$ cat src/logic/bas_pkg.sv
// package for the battery and alarm supervisor
// assumes a single 100 MHz clock domain and APB register access
package bas_pkg;

  // ---------------------------------------------------------------------------
  // timing
  // ---------------------------------------------------------------------------
  localparam int CLK_MHZ = 100;
  localparam int SILENCE_SEC = 60;
  localparam longint SILENCE_CYCLES = longint'(SILENCE_SEC) * 1000000 * CLK_MHZ;
  localparam int MSG_DWELL_MS = 1000;
  localparam longint MSG_DWELL_CYCLES = longint'(MSG_DWELL_MS) * 1000 * CLK_MHZ;

  // ---------------------------------------------------------------------------
  // thresholds, millivolts
  // ---------------------------------------------------------------------------
  localparam logic [15:0] LOW_BAT_MV = 16'h1388;
  localparam logic [15:0] CRIT_BAT_MV = 16'h1324;
  localparam logic [15:0] RESET_MV = 16'h11F8;
  localparam logic [15:0] FULL_BAT_MV = 16'h1770;

  // ---------------------------------------------------------------------------
  // limits, ppm
  // ---------------------------------------------------------------------------
  localparam logic [7:0] NO2_HI_MAX = 8'h0C;
  localparam logic [7:0] NO_HH_OFFSET = 8'h05;
  localparam logic [7:0] NO2_HH_OFFSET = 8'h01;
  localparam logic [7:0] NO_HH_MAX = 8'h64;

  // ---------------------------------------------------------------------------
  // register map
  // ---------------------------------------------------------------------------
  localparam logic [7:0] REG_INPUTS = 8'h00;
  localparam logic [7:0] REG_LIMITS = 8'h04;
  localparam logic [7:0] REG_STATUS = 8'h08;
  localparam logic [7:0] REG_FAULTS = 8'h0C;
  localparam logic [31:0] INPUTS_RST = 32'h0000_0000;

  // ---------------------------------------------------------------------------
  // messages and glyphs
  // ---------------------------------------------------------------------------
  typedef enum logic [3:0] {
    BAS_MSG_NONE, BAS_MSG_LOW_BAT, BAS_MSG_DATA_INVALID, BAS_MSG_CONNECT_CHARGER,
    BAS_MSG_NITRIC_OFF, BAS_MSG_NO_ZERO_FAIL, BAS_MSG_NO2_ZERO_FAIL, BAS_MSG_ROM_FAIL
  } bas_msg_t;

  typedef enum logic [2:0] {
    BAS_GLYPH_PLUG, BAS_GLYPH_B_FULL, BAS_GLYPH_B_3Q, BAS_GLYPH_B_HALF,
    BAS_GLYPH_B_1Q, BAS_GLYPH_B_EMPTY
  } bas_glyph_t;

  typedef struct packed {
    logic noHigh;
    logic noLow;
    logic no2High;
    logic noHighHigh;
    logic no2HighHigh;
  } bas_alarm_t;

endpackage : bas_pkg

$ cat src/logic/battery_alarm_supervisor.sv
// battery and gas alarm supervisor with APB register access
// assumes supply, battery and gas readings arrive already digitised and synchronous to clk
`timescale 1ns/1ns
module battery_alarm_supervisor #(
  parameter longint SILENCE_CYCLES = bas_pkg::SILENCE_CYCLES,
  parameter longint MSG_DWELL_CYCLES = bas_pkg::MSG_DWELL_CYCLES
) (
  input wire logic clk,
  input wire logic rst,
  input wire logic [15:0] batteryMv,
  input wire logic [15:0] supplyMv,
  input wire logic extPower,
  input wire logic [7:0] noPpm,
  input wire logic [7:0] no2Ppm,
  input wire logic silencePress,
  input wire logic [31:0] paddr,
  input wire logic psel,
  input wire logic penable,
  input wire logic pwrite,
  input wire logic [31:0] pwdata,
  input wire logic [3:0] pstrb,
  output logic [31:0] prdata,
  output logic pready,
  output logic pslverr,
  output bas_pkg::bas_glyph_t glyph,
  output bas_pkg::bas_msg_t message,
  output logic controllerReset,
  output logic nitricEnable,
  output logic audibleAlarm,
  output bas_pkg::bas_alarm_t visibleAlarm
);

  // ---------------------------------------------------------------------------
  // apb slave: inputs reg = {faults[26:24], no2Hi, noLo, noHi}
  // ---------------------------------------------------------------------------
  logic [31:0] inputsReg;
  logic apbAccess;
  logic addrOk;
  assign apbAccess = psel && penable && !pready;
  assign addrOk = paddr[31:4] == 28'h000_0000 && paddr[1:0] == 2'b00;

  always_ff @(posedge clk or posedge rst) begin
    if (rst) begin
      pready <= 1'b0;
      pslverr <= 1'b0;
    end else begin
      pready <= apbAccess;
      pslverr <= apbAccess && !addrOk;
    end
  end

  always_ff @(posedge clk or posedge rst) begin
    if (rst) begin
      inputsReg <= bas_pkg::INPUTS_RST;
    end else if (apbAccess && pwrite && paddr[7:0] == bas_pkg::REG_INPUTS && addrOk) begin
      for (int i = 0; i < 4; i++) begin
        if (pstrb[i]) begin
          inputsReg[i*8 +: 8] <= pwdata[i*8 +: 8];
        end
      end
    end
  end

  function automatic logic [7:0] bcdLimit(input logic [7:0] v);
    // a setting beyond 99 cannot come from a thumbwheel; clip it to stay in range
    bcdLimit = (v > 8'h63) ? 8'h63 : v;
  endfunction : bcdLimit

  logic [7:0] noHi;
  logic [7:0] noLo;
  logic [7:0] no2Hi;
  logic [7:0] no2Clamped;
  logic [7:0] noHh;
  logic [7:0] no2Hh;
  assign noHi = bcdLimit(inputsReg[7:0]);
  assign noLo = bcdLimit(inputsReg[15:8]);
  assign no2Hi = bcdLimit(inputsReg[23:16]);
  assign no2Clamped = (no2Hi > bas_pkg::NO2_HI_MAX) ? bas_pkg::NO2_HI_MAX : no2Hi;

  always_comb begin
    logic [7:0] sumNo;
    logic [7:0] sumNo2;
    sumNo = noHi + bas_pkg::NO_HH_OFFSET;
    sumNo2 = no2Clamped + bas_pkg::NO2_HH_OFFSET;
    noHh = (sumNo > bas_pkg::NO_HH_MAX) ? bas_pkg::NO_HH_MAX : sumNo;
    no2Hh = (sumNo2 > bas_pkg::NO2_HI_MAX) ? bas_pkg::NO2_HI_MAX : sumNo2;
  end

  logic noZeroFault;
  logic no2ZeroFault;
  logic romFault;
  assign noZeroFault = inputsReg[24];
  assign no2ZeroFault = inputsReg[25];
  assign romFault = inputsReg[26];

  // ---------------------------------------------------------------------------
  // battery and supply
  // ---------------------------------------------------------------------------
  logic lowBat;
  logic critBat;
  assign lowBat = !extPower && batteryMv <= bas_pkg::LOW_BAT_MV;
  assign critBat = !extPower && batteryMv <= bas_pkg::CRIT_BAT_MV;

  always_ff @(posedge clk or posedge rst) begin
    if (rst) begin
      controllerReset <= 1'b1;
    end else begin
      controllerReset <= supplyMv <= bas_pkg::RESET_MV;
    end
  end

  always_ff @(posedge clk or posedge rst) begin
    if (rst) begin
      glyph <= bas_pkg::BAS_GLYPH_PLUG;
    end else if (extPower) begin
      glyph <= bas_pkg::BAS_GLYPH_PLUG;
    end else if (batteryMv >= bas_pkg::FULL_BAT_MV) begin
      glyph <= bas_pkg::BAS_GLYPH_B_FULL;
    end else if (batteryMv >= 16'h16A8) begin
      glyph <= bas_pkg::BAS_GLYPH_B_3Q;
    end else if (batteryMv >= 16'h15E0) begin
      glyph <= bas_pkg::BAS_GLYPH_B_HALF;
    end else if (batteryMv > bas_pkg::LOW_BAT_MV) begin
      glyph <= bas_pkg::BAS_GLYPH_B_1Q;
    end else begin
      glyph <= bas_pkg::BAS_GLYPH_B_EMPTY;
    end
  end

  // ---------------------------------------------------------------------------
  // alarms
  // ---------------------------------------------------------------------------
  bas_pkg::bas_alarm_t alarmNow;
  // one process drives the whole struct, so it keeps a single driver
  always_comb begin
    alarmNow.noHigh = noPpm > noHi;
    alarmNow.noLow = noPpm < noLo;
    alarmNow.no2High = no2Ppm > no2Clamped;
    alarmNow.noHighHigh = noPpm > noHh;
    alarmNow.no2HighHigh = no2Ppm > no2Hh;
  end

  logic [47:0] silenceCount;
  logic silenced;
  assign silenced = silenceCount != 48'h0000_0000_0000;

  always_ff @(posedge clk or posedge rst) begin
    if (rst) begin
      silenceCount <= 48'h0000_0000_0000;
    end else if (silencePress) begin
      silenceCount <= SILENCE_CYCLES[47:0];
    end else if (silenced) begin
      silenceCount <= silenceCount - 48'h0000_0000_0001;
    end
  end

  always_ff @(posedge clk or posedge rst) begin
    if (rst) begin
      visibleAlarm <= '0;
      audibleAlarm <= 1'b0;
      nitricEnable <= 1'b0;
    end else begin
      visibleAlarm <= alarmNow;
      audibleAlarm <= (|alarmNow) && !silenced && !silencePress;
      // delivery resumes on its own once readings drop back under the high-high limits and the battery is not critical
      nitricEnable <= !(alarmNow.noHighHigh || alarmNow.no2HighHigh) && !critBat;
    end
  end

  // ---------------------------------------------------------------------------
  // message sequencer
  // ---------------------------------------------------------------------------
  logic [39:0] dwellCount;
  logic [1:0] critPhase;
  logic dwellDone;
  assign dwellDone = dwellCount >= MSG_DWELL_CYCLES[39:0] - 40'h00_0000_0001;

  always_ff @(posedge clk or posedge rst) begin
    if (rst) begin
      dwellCount <= 40'h00_0000_0000;
      critPhase <= 2'b00;
    end else if (!critBat) begin
      dwellCount <= 40'h00_0000_0000;
      critPhase <= 2'b00;
    end else if (dwellDone) begin
      dwellCount <= 40'h00_0000_0000;
      critPhase <= (critPhase == 2'b10) ? 2'b00 : critPhase + 2'b01;
    end else begin
      dwellCount <= dwellCount + 40'h00_0000_0001;
    end
  end

  bas_pkg::bas_msg_t next_message;
  always_comb begin
    next_message = bas_pkg::BAS_MSG_NONE;
    if (critBat) begin
      case (critPhase)
        2'b00: next_message = bas_pkg::BAS_MSG_DATA_INVALID;
        2'b01: next_message = bas_pkg::BAS_MSG_CONNECT_CHARGER;
        default: next_message = bas_pkg::BAS_MSG_NITRIC_OFF;
      endcase
    end else if (romFault) begin
      next_message = bas_pkg::BAS_MSG_ROM_FAIL;
    end else if (noZeroFault) begin
      next_message = bas_pkg::BAS_MSG_NO_ZERO_FAIL;
    end else if (no2ZeroFault) begin
      next_message = bas_pkg::BAS_MSG_NO2_ZERO_FAIL;
    end else if (alarmNow.noHighHigh || alarmNow.no2HighHigh) begin
      next_message = bas_pkg::BAS_MSG_NITRIC_OFF;
    end else if (lowBat) begin
      next_message = bas_pkg::BAS_MSG_LOW_BAT;
    end
  end

  always_ff @(posedge clk or posedge rst) begin
    if (rst) begin
      message <= bas_pkg::BAS_MSG_NONE;
    end else begin
      message <= next_message;
    end
  end

  // ---------------------------------------------------------------------------
  // read data
  // ---------------------------------------------------------------------------
  always_ff @(posedge clk or posedge rst) begin
    if (rst) begin
      prdata <= 32'h0000_0000;
    end else if (apbAccess && !pwrite) begin
      case (paddr[7:0])
        bas_pkg::REG_INPUTS: prdata <= inputsReg;
        bas_pkg::REG_LIMITS: prdata <= {no2Hh, noHh, noLo, no2Clamped};
        // 16 + 5 + 4 + 4 + 3 bits: exactly one word, alarms in [15:11]
        bas_pkg::REG_STATUS: prdata <= {16'h0000, visibleAlarm, nitricEnable,
                                        critBat, lowBat, extPower, message, glyph};
        bas_pkg::REG_FAULTS: prdata <= {29'h0000_0000, romFault, no2ZeroFault, noZeroFault};
        default: prdata <= 32'h0000_0000;
      endcase
    end
  end

  // ---------------------------------------------------------------------------
  // checks
  // ---------------------------------------------------------------------------
  property p_plug;
    @(posedge clk) disable iff (rst) extPower |=> glyph == bas_pkg::BAS_GLYPH_PLUG;
  endproperty
  a_plug: assert property (p_plug) else $error("plug glyph missing");

  property p_empty;
    @(posedge clk) disable iff (rst)
      (!extPower && batteryMv <= bas_pkg::LOW_BAT_MV) |=> glyph == bas_pkg::BAS_GLYPH_B_EMPTY;
  endproperty
  a_empty: assert property (p_empty) else $error("battery glyph not empty");

  property p_lowbat;
    @(posedge clk) disable iff (rst)
      (lowBat && !critBat && !romFault && !(|inputsReg[25:24]) && !alarmNow.noHighHigh
       && !alarmNow.no2HighHigh) |=> message == bas_pkg::BAS_MSG_LOW_BAT;
  endproperty
  a_lowbat: assert property (p_lowbat) else $error("low battery message missing");

  property p_critseq;
    @(posedge clk) disable iff (rst)
      (critBat && critPhase == 2'b00) |=> message == bas_pkg::BAS_MSG_DATA_INVALID;
  endproperty
  a_critseq: assert property (p_critseq) else $error("critical sequence wrong");

  property p_reset;
    @(posedge clk) disable iff (rst) (supplyMv <= bas_pkg::RESET_MV) |=> controllerReset;
  endproperty
  a_reset: assert property (p_reset) else $error("controller reset not held");

  property p_no2clamp;
    @(posedge clk) disable iff (rst) no2Clamped <= bas_pkg::NO2_HI_MAX && no2Hh <= 8'h0C;
  endproperty
  a_no2clamp: assert property (p_no2clamp) else $error("no2 limit above 12");

  property p_nohh;
    @(posedge clk) disable iff (rst) noHh == ((noHi > 8'h5F) ? 8'h64 : noHi + 8'h05);
  endproperty
  a_nohh: assert property (p_nohh) else $error("no high-high limit wrong");

  property p_cut;
    @(posedge clk) disable iff (rst) (noPpm > noHh || no2Ppm > no2Hh || critBat) |=> !nitricEnable;
  endproperty
  a_cut: assert property (p_cut) else $error("nitric not cut");

  property p_silence;
    @(posedge clk) disable iff (rst) silencePress |=> !audibleAlarm [*8];
  endproperty
  a_silence: assert property (p_silence) else $error("audible not muted");

  property p_visible;
    @(posedge clk) disable iff (rst) (noPpm > noHi) |=> visibleAlarm.noHigh;
  endproperty
  a_visible: assert property (p_visible) else $error("visible alarm missing");

  c_crit: cover property (@(posedge clk) disable iff (rst) critBat ##1 critPhase == 2'b01);
  c_cut: cover property (@(posedge clk) disable iff (rst) nitricEnable ##1 !nitricEnable);
  c_alarm: cover property (@(posedge clk) disable iff (rst) audibleAlarm ##1 silencePress);
  c_write: cover property (@(posedge clk) disable iff (rst) apbAccess && pwrite);

endmodule : battery_alarm_supervisor
$ cat config.mk
export PLATFORM = sky130hd
export DESIGN_NAME = battery_alarm_supervisor
export DESIGN_NICKNAME = d
export VERILOG_FILES = /design/src/logic/bas_pkg.sv /design/src/logic/battery_alarm_supervisor.sv
export SDC_FILE = /design/constraint.sdc
export NUM_CORES = 1
export LEC_CHECK = 0
export BUFFER_PORTS_ARGS = -buffer_cell sky130_fd_sc_hd__clkbuf_2
export CAP_MARGIN = 40
export CELL_PAD_IN_SITES_DETAIL_PLACEMENT = 1
export CELL_PAD_IN_SITES_GLOBAL_PLACEMENT = 2
export CORE_ASPECT_RATIO = 0.75
export CORE_MARGIN = 2
export CORE_UTILIZATION = 25
export DETAILED_ROUTE_END_ITERATION = 16
export PLACE_DENSITY = 0.71
export SYNTH_ARGS = -nofsm -noshare
export SYNTH_HDL_FRONTEND = slang
export SYNTH_SLANG_ARGS = --single-unit
$ cat constraint.sdc
create_clock -name clk -period 15.36 [get_ports clk]
set_input_delay 3.072 -clock clk [delete_from_list [all_inputs] [get_ports clk]]
set_output_delay 3.072 -clock clk [all_outputs]
set_load 0.01 [all_outputs]
Word level (Yosys, flattened, before mapping)
Index checks and enable logic that the tools add are counted.
W data, S select, Z words.
{ "classes": {"add_sub_neg": 5, "n_lt_le_gt_ge": 19, "n_eq_ne": 6, "n_mux": 26, "n_reduce_logical": 33} }
{ "op_table": {"columns": ["operator", "count"], "rows": [
  ["$pmux W32 S4", 1],
  ["$mux W48", 2],
  ["$mux W40", 2],
  ["$ge A16 B13 Y1 const B", 3],
  ["$le A16 B13 Y1 const B", 3],
  ["$mux W8", 6],
  ["$reduce_bool A48 Y1", 1],
  ["$sub A48 B1 Y48 const B", 1],
  ["$add A40 B1 Y40 const B", 1],
  ["$ge A40 B27 Y1 const B", 1],
  ["$gt A8 B7 Y1 const B", 4],
  ["$gt A8 B8 Y1", 4],
  ["$logic_not A28 Y1", 1],
  ["$mux W3", 8],
  ["$eq A8 B4 Y1 const B", 2],
  ["$gt A16 B13 Y1 const B", 1],
  ["$gt A8 B4 Y1 const B", 2],
  ["$logic_and A1 B1 Y1", 13],
  ["$add A8 B1 Y8 const B", 1],
  ["$add A8 B3 Y8 const B", 1],
  ["$eq A8 B3 Y1 const B", 1],
  ["$logic_not A1 Y1", 8],
  ["$logic_not A8 Y1", 1],
  ["$lt A8 B8 Y1", 1],
  ["other kinds (13)", 20]
]} }
{ "word_totals": {"ff_bits": 171, "output_inout_bits": 49, "wordCells": 109} }

Longest topological paths before layout
{ "logic_depth": {"depth_word": 14, "mapped_depth": 17, "ltp_nobuf": 16} }

Worst setup path after synthesis
OpenSTA, ideal clock, no wires.
{ "synth_timing": {"path_type": "input -> register", "startpoint": "in batteryMv[14]", "endpoint": "reg critPhase[1]", "arrival_time_ns": 4.915, "path_slack_ns": 10.311, "cell_stages": 8, "n_path_buf": 2, "cell_sequence": "nor3_1 and2_1 o211ai_1 or4_1 clkbuf_1 clkbuf_1 nand3_1 o21ai_0"} }
{ "synth_between": {"elab_chain_cells": 3, "elab_cells_between_ends": 4} }
{ "synth_rtl": {"columns": ["item", "line_no", "rtl"], "rows": [
  ["start: declaration", "battery_alarm_supervisor.sv:10", "input wire logic [15:0] batteryMv,"],
  ["$le A16 B13 Y1 (*)", "battery_alarm_supervisor.sv:102", "assign critBat = !extPower && batteryMv <= bas_pkg::CRIT_BAT_MV;"],
  ["$logic_and A1 B1 Y1 (*)", "battery_alarm_supervisor.sv:102", null],
  ["$ne A2 B1 Y1 (no line) / $mux W2 (equally long branches)", null, null],
  ["end signal: assignment", "battery_alarm_supervisor.sv:187", "critPhase <= (critPhase == 2'b10) ? 2'b00 : critPhase + 2'b01;"],
  ["end: declaration", "battery_alarm_supervisor.sv:174", "logic [1:0] critPhase;"]
]} }
Mark *: on every way between the ends. The rest lies on a longest branch, timed or not.
A chain may end at the register's enable or synchronous reset.

Worst setup path after layout
{ "layout_timing": {"startpoint": "in batteryMv[14]", "endpoint": "reg dwellCount[23]"} }
{ "layout_between": {"elab_chain_cells": 3} }
{ "layout_rtl": {"columns": ["item", "line_no", "rtl"], "rows": [
  ["$le A16 B13 Y1", "battery_alarm_supervisor.sv:102", null],
  ["$logic_and A1 B1 Y1", "battery_alarm_supervisor.sv:102", null],
  ["$mux W40", "battery_alarm_supervisor.sv:182", "end else if (!critBat) begin"],
  ["end signal: assignment", "battery_alarm_supervisor.sv:189", "dwellCount <= dwellCount + 40'h00_0000_0001;"],
  ["end: declaration", "battery_alarm_supervisor.sv:173", "logic [39:0] dwellCount;"]
]} }
Every way passes these cells.

==> flow_metrics.env <==
export IMPL_status="finished, final reports clean"
export IMPL_ir_drop_uv=73.6
export IMPL_io_pin_count=172
export IMPL_internal_power_uw=738
export IMPL_layout_cells_non_filler=1603
export IMPL_core_mm2=0.0359
export IMPL_synth_area_leader_cell="dfrtp_1"
export IMPL_die_area_mm2=0.0380
export IMPL_final_area_mm2=0.0112
export IMPL_start_util_pct=25.4
export IMPL_place_inst=1570
export IMPL_p_clk_share_pct=43.1
export IMPL_io_buffers=170
export IMPL_die_w_um=224
export IMPL_vias=7791
export IMPL_grt_use_total_pct=15.3
export IMPL_place_area_mm2=0.0107
export IMPL_antenna_found_initial=0
export IMPL_drt_total_wl_mm=28.8
export IMPL_crit_family="simple AND/OR/NAND/NOR gates"
export IMPL_postCtsSetupBuffers=0
export IMPL_final_antenna_net_count=0
export IMPL_worst_endpoint_arrival_ns=5.55
export IMPL_p_leak_nw=5.05
export IMPL_report_final_slew_viol_count=0
export IMPL_ys_seq_area_share_pct=46.7
export IMPL_grt_pass1_wl_mm=45.2
export IMPL_synthArstFlopShare_pct=100
export IMPL_seqPwrFrac_pct=46.7
export IMPL_drtIter0Drc=471
export IMPL_cts_tree="yes"
export IMPL_netlist_instances=932
export IMPL_worstSetupPathType="primary input to register"
export IMPL_syn_avg_cell_area_um2=9.77
export IMPL_synth_seq_cells=170
export IMPL_synth_top_area_share_pct=46.4
export IMPL_min_period_ns=5.19
export IMPL_viasPerCell=4.86
export IMPL_grt_pass1_vias=7899
export IMPL_worst_pin_slew_ns=0.854
export IMPL_final_util_pct=31.3
export IMPL_p_comb_share_pct=10.2
export IMPL_overflow=0
export IMPL_htreeDepth=4
export IMPL_synth_area_mm2=0.00911
export IMPL_crit_fanout=21
export IMPL_drt_pass1_iterations=6
export IMPL_cpPeakStageDelay_ns=0.85
export IMPL_cts_max_path_buffers=2
export IMPL_synth_cell_type_count=66
export IMPL_drc_errors=0
export IMPL_die_y_um=169
export IMPL_grt_setup_unrepaired="no"
export IMPL_rows=60
export IMPL_insertion_delay_ns=0.44
export IMPL_numCtsBuffers=17
export IMPL_clk_pin_slew_ns=0.08
export IMPL_fmax_mhz=193
export IMPL_setup_tns_ns=0
export IMPL_power_switching_uw=275
export IMPL_ctsRootBufferMaster="clkbuf_16"
export IMPL_setup_worst_path_end_class="register"
export IMPL_p_per_area_mw_per_mm2=90.2
export IMPL_final_cell_mix="170 x clkbuf_2, 169 x dfrtp_1, 97 x nor2_1"
export IMPL_relSlewSlack_pct=42.6
export IMPL_path_buf_inv=2
export IMPL_hold_viol=0
export IMPL_switching_share_pct=27.2
export IMPL_setup_viol=0
export IMPL_synth_top_cells_by_area="dfrtp_1 46%, ha_1 6.0%, mux2_2 4.3%, nor2_1 4.0%, xor2_1 3.1%"
export IMPL_cts_resized=0
export IMPL_nNetsFinal=1291
export IMPL_drive_above_1_share_pct=23.0
export IMPL_start_kind="primary input"
export IMPL_hold_buffers=0
export IMPL_syn2layout_area_growth_pct=23.4
export IMPL_synth_edf_count=0
export IMPL_grt_max_degree=67
export IMPL_gp_congestion=0.773
export IMPL_layout_commonest_cell="clkbuf_2"
export IMPL_post_dp_hpwl_mm=22.2
export IMPL_fillCellCount=4151
export IMPL_cp_required_ns=15.72
export IMPL_finalCritPeriodShare_pct=33.8
export IMPL_max_cap_violations=0
export IMPL_hold_class="register to register"
export IMPL_fin_skew_ns=0.0135
export IMPL_critPathSlowestCell="or4_1"
export IMPL_wl_per_cell_um=18.0
export IMPL_numClockSinks=170
export IMPL_worstPathCellList="clkbuf_2 -> nor3_1 -> and2_1 -> o211ai_1 -> or4_1 -> buf_16 -> a21oi_1"
export IMPL_ys_warn_count=0
export IMPL_synth_ff_type="dfrtp_1"
## logic make-up (layout without fill, tap and decap cells)
kind of cell | Yosys count | after routing | synth area share, %
adder cells (fa/ha/maj) | 44 | 44 | 6.04
buffers and inverters | 51 | 233 | 2.33
other | 2 | 26 | 0.0824
AO/OA/AOI/OAI | 167 | 167 | 11.6
flip-flops | 170 | 170 | 46.7
AND/OR/NAND/NOR | 403 | 403 | 23.0
XOR/XNOR | 58 | 58 | 5.58
multiplexers | 37 | 37 | 4.56
## power by group through the flow
stage	combinational [mW]	sequential (mW)	clock, mW
after floorplan	0.0555	0.479	0
after global placement	0.0990	0.482	0
after detailed placement	0.103	0.482	0
after CTS	0.105	0.473	0.448
after global routing	0.117	0.475	0.466
final	0.103	0.474	0.437
## tightest hold or removal path: stages, from the launching register on
cell	delay (ns)
dfrtp_1	0.35
nand2_1	0.05
o21ai_0	0.06
## area by class of cell
class	count	area, um^2	share of cell area, %
multi-input combinational	734	4740	42.2
inverter	21	83.8	0.746
clock buffer	19	453	4.03
timing repair buffer	180	990	8.81
tap	465	582	5.18
antenna	1	2.50	0.0223
sequential	170	4260	37.9
clock inverter	13	133	1.18
## synth_stat cells, types with 3 or more instances
cell type / number
a211oi_1: 5
or4_1: 13
o21ai_0: 51
nand3b_1: 4
a21oi_1: 40
nor2b_1: 12
clkbuf_1: 25
nand2b_1: 15
xor2_1: 32
o31ai_1: 8
nor2_1: 97
nand4_1: 15
dfrtp_1: 169
xnor2_1: 26
o31a_1: 3
nand4b_1: 4
a21o_1: 12
nor3_1: 26
mux2_2: 35
o21bai_1: 5
o211ai_1: 5
nand2_1: 73
or3_1: 15
a31oi_1: 6
nand3_1: 50
and3_1: 16
inv_1: 21
and4_1: 4
nor4_1: 29
ha_1: 44
nor4b_1: 4
a222oi_1: 3
nor3b_1: 5
and2_1: 8
a22oi_1: 8
or2_2: 4
## registers in the layout, summed over array words and instances (netlist names)
signal	cells
audibleAlarm	1
visibleAlarm	5
prdata	32
critPhase	2
glyph	3
silenceCount	48
inputsReg	32
nitricEnable	1
message	3
dwellCount	40
pready	1
pslverr	1
controllerReset	1
## through the flow
stage               hold slack, ns  power, mW  worst slack, ns
floorplan                    0.472      0.535             7.69
global placement             0.468      0.580             9.23
detailed placement           0.475      0.585             9.72
CTS                          0.491       1.03            10.17
global route                 0.519       1.06             9.86
finish                       0.490       1.01            10.17
## per-layer routing
layer / global-route usage (%) / part of all wire (%) / wire length (um) / vias up
li1: - / - / - / 3749
met1: 22.8 / 52 / 14900 / 3882
met2: 23.0 / 43 / 12500 / 143
met3: 2.56 / 4.0 / 1170 / 17
met4: 3.83 / 1.1 / 310 / 0
met5: 0 / 0 / 0 / -
## path summary, 6_finish.rpt
| check | start | end | slack [ns] | cells past startpoint |
|---|---|---|---|---|
| worst max-delay path | batteryMv[14] | dwellCount[23]$_DFF_PP0_ | 10.17 | 7 |
| worst min-delay path | prdata[12]$_DFFE_PP0P_ | prdata[12]$_DFFE_PP0P_ | 0.49 | 2 |
| worst max register to register | inputsReg[6]$_DFFE_PP0P_ | audibleAlarm$_DFF_PP0_ | 10.92 | 16 |
| worst min register to register | prdata[12]$_DFFE_PP0P_ | prdata[12]$_DFFE_PP0P_ | 0.49 | 2 |
| max in group asynchronous | rst | silenceCount[5]$_DFFE_PP0P_ | 11.30 | 5 |
| min in group asynchronous | rst | silenceCount[32]$_DFFE_PP0P_ | 2.63 | 2 |
Note: power is estimated with default switching activity, not from simulation.
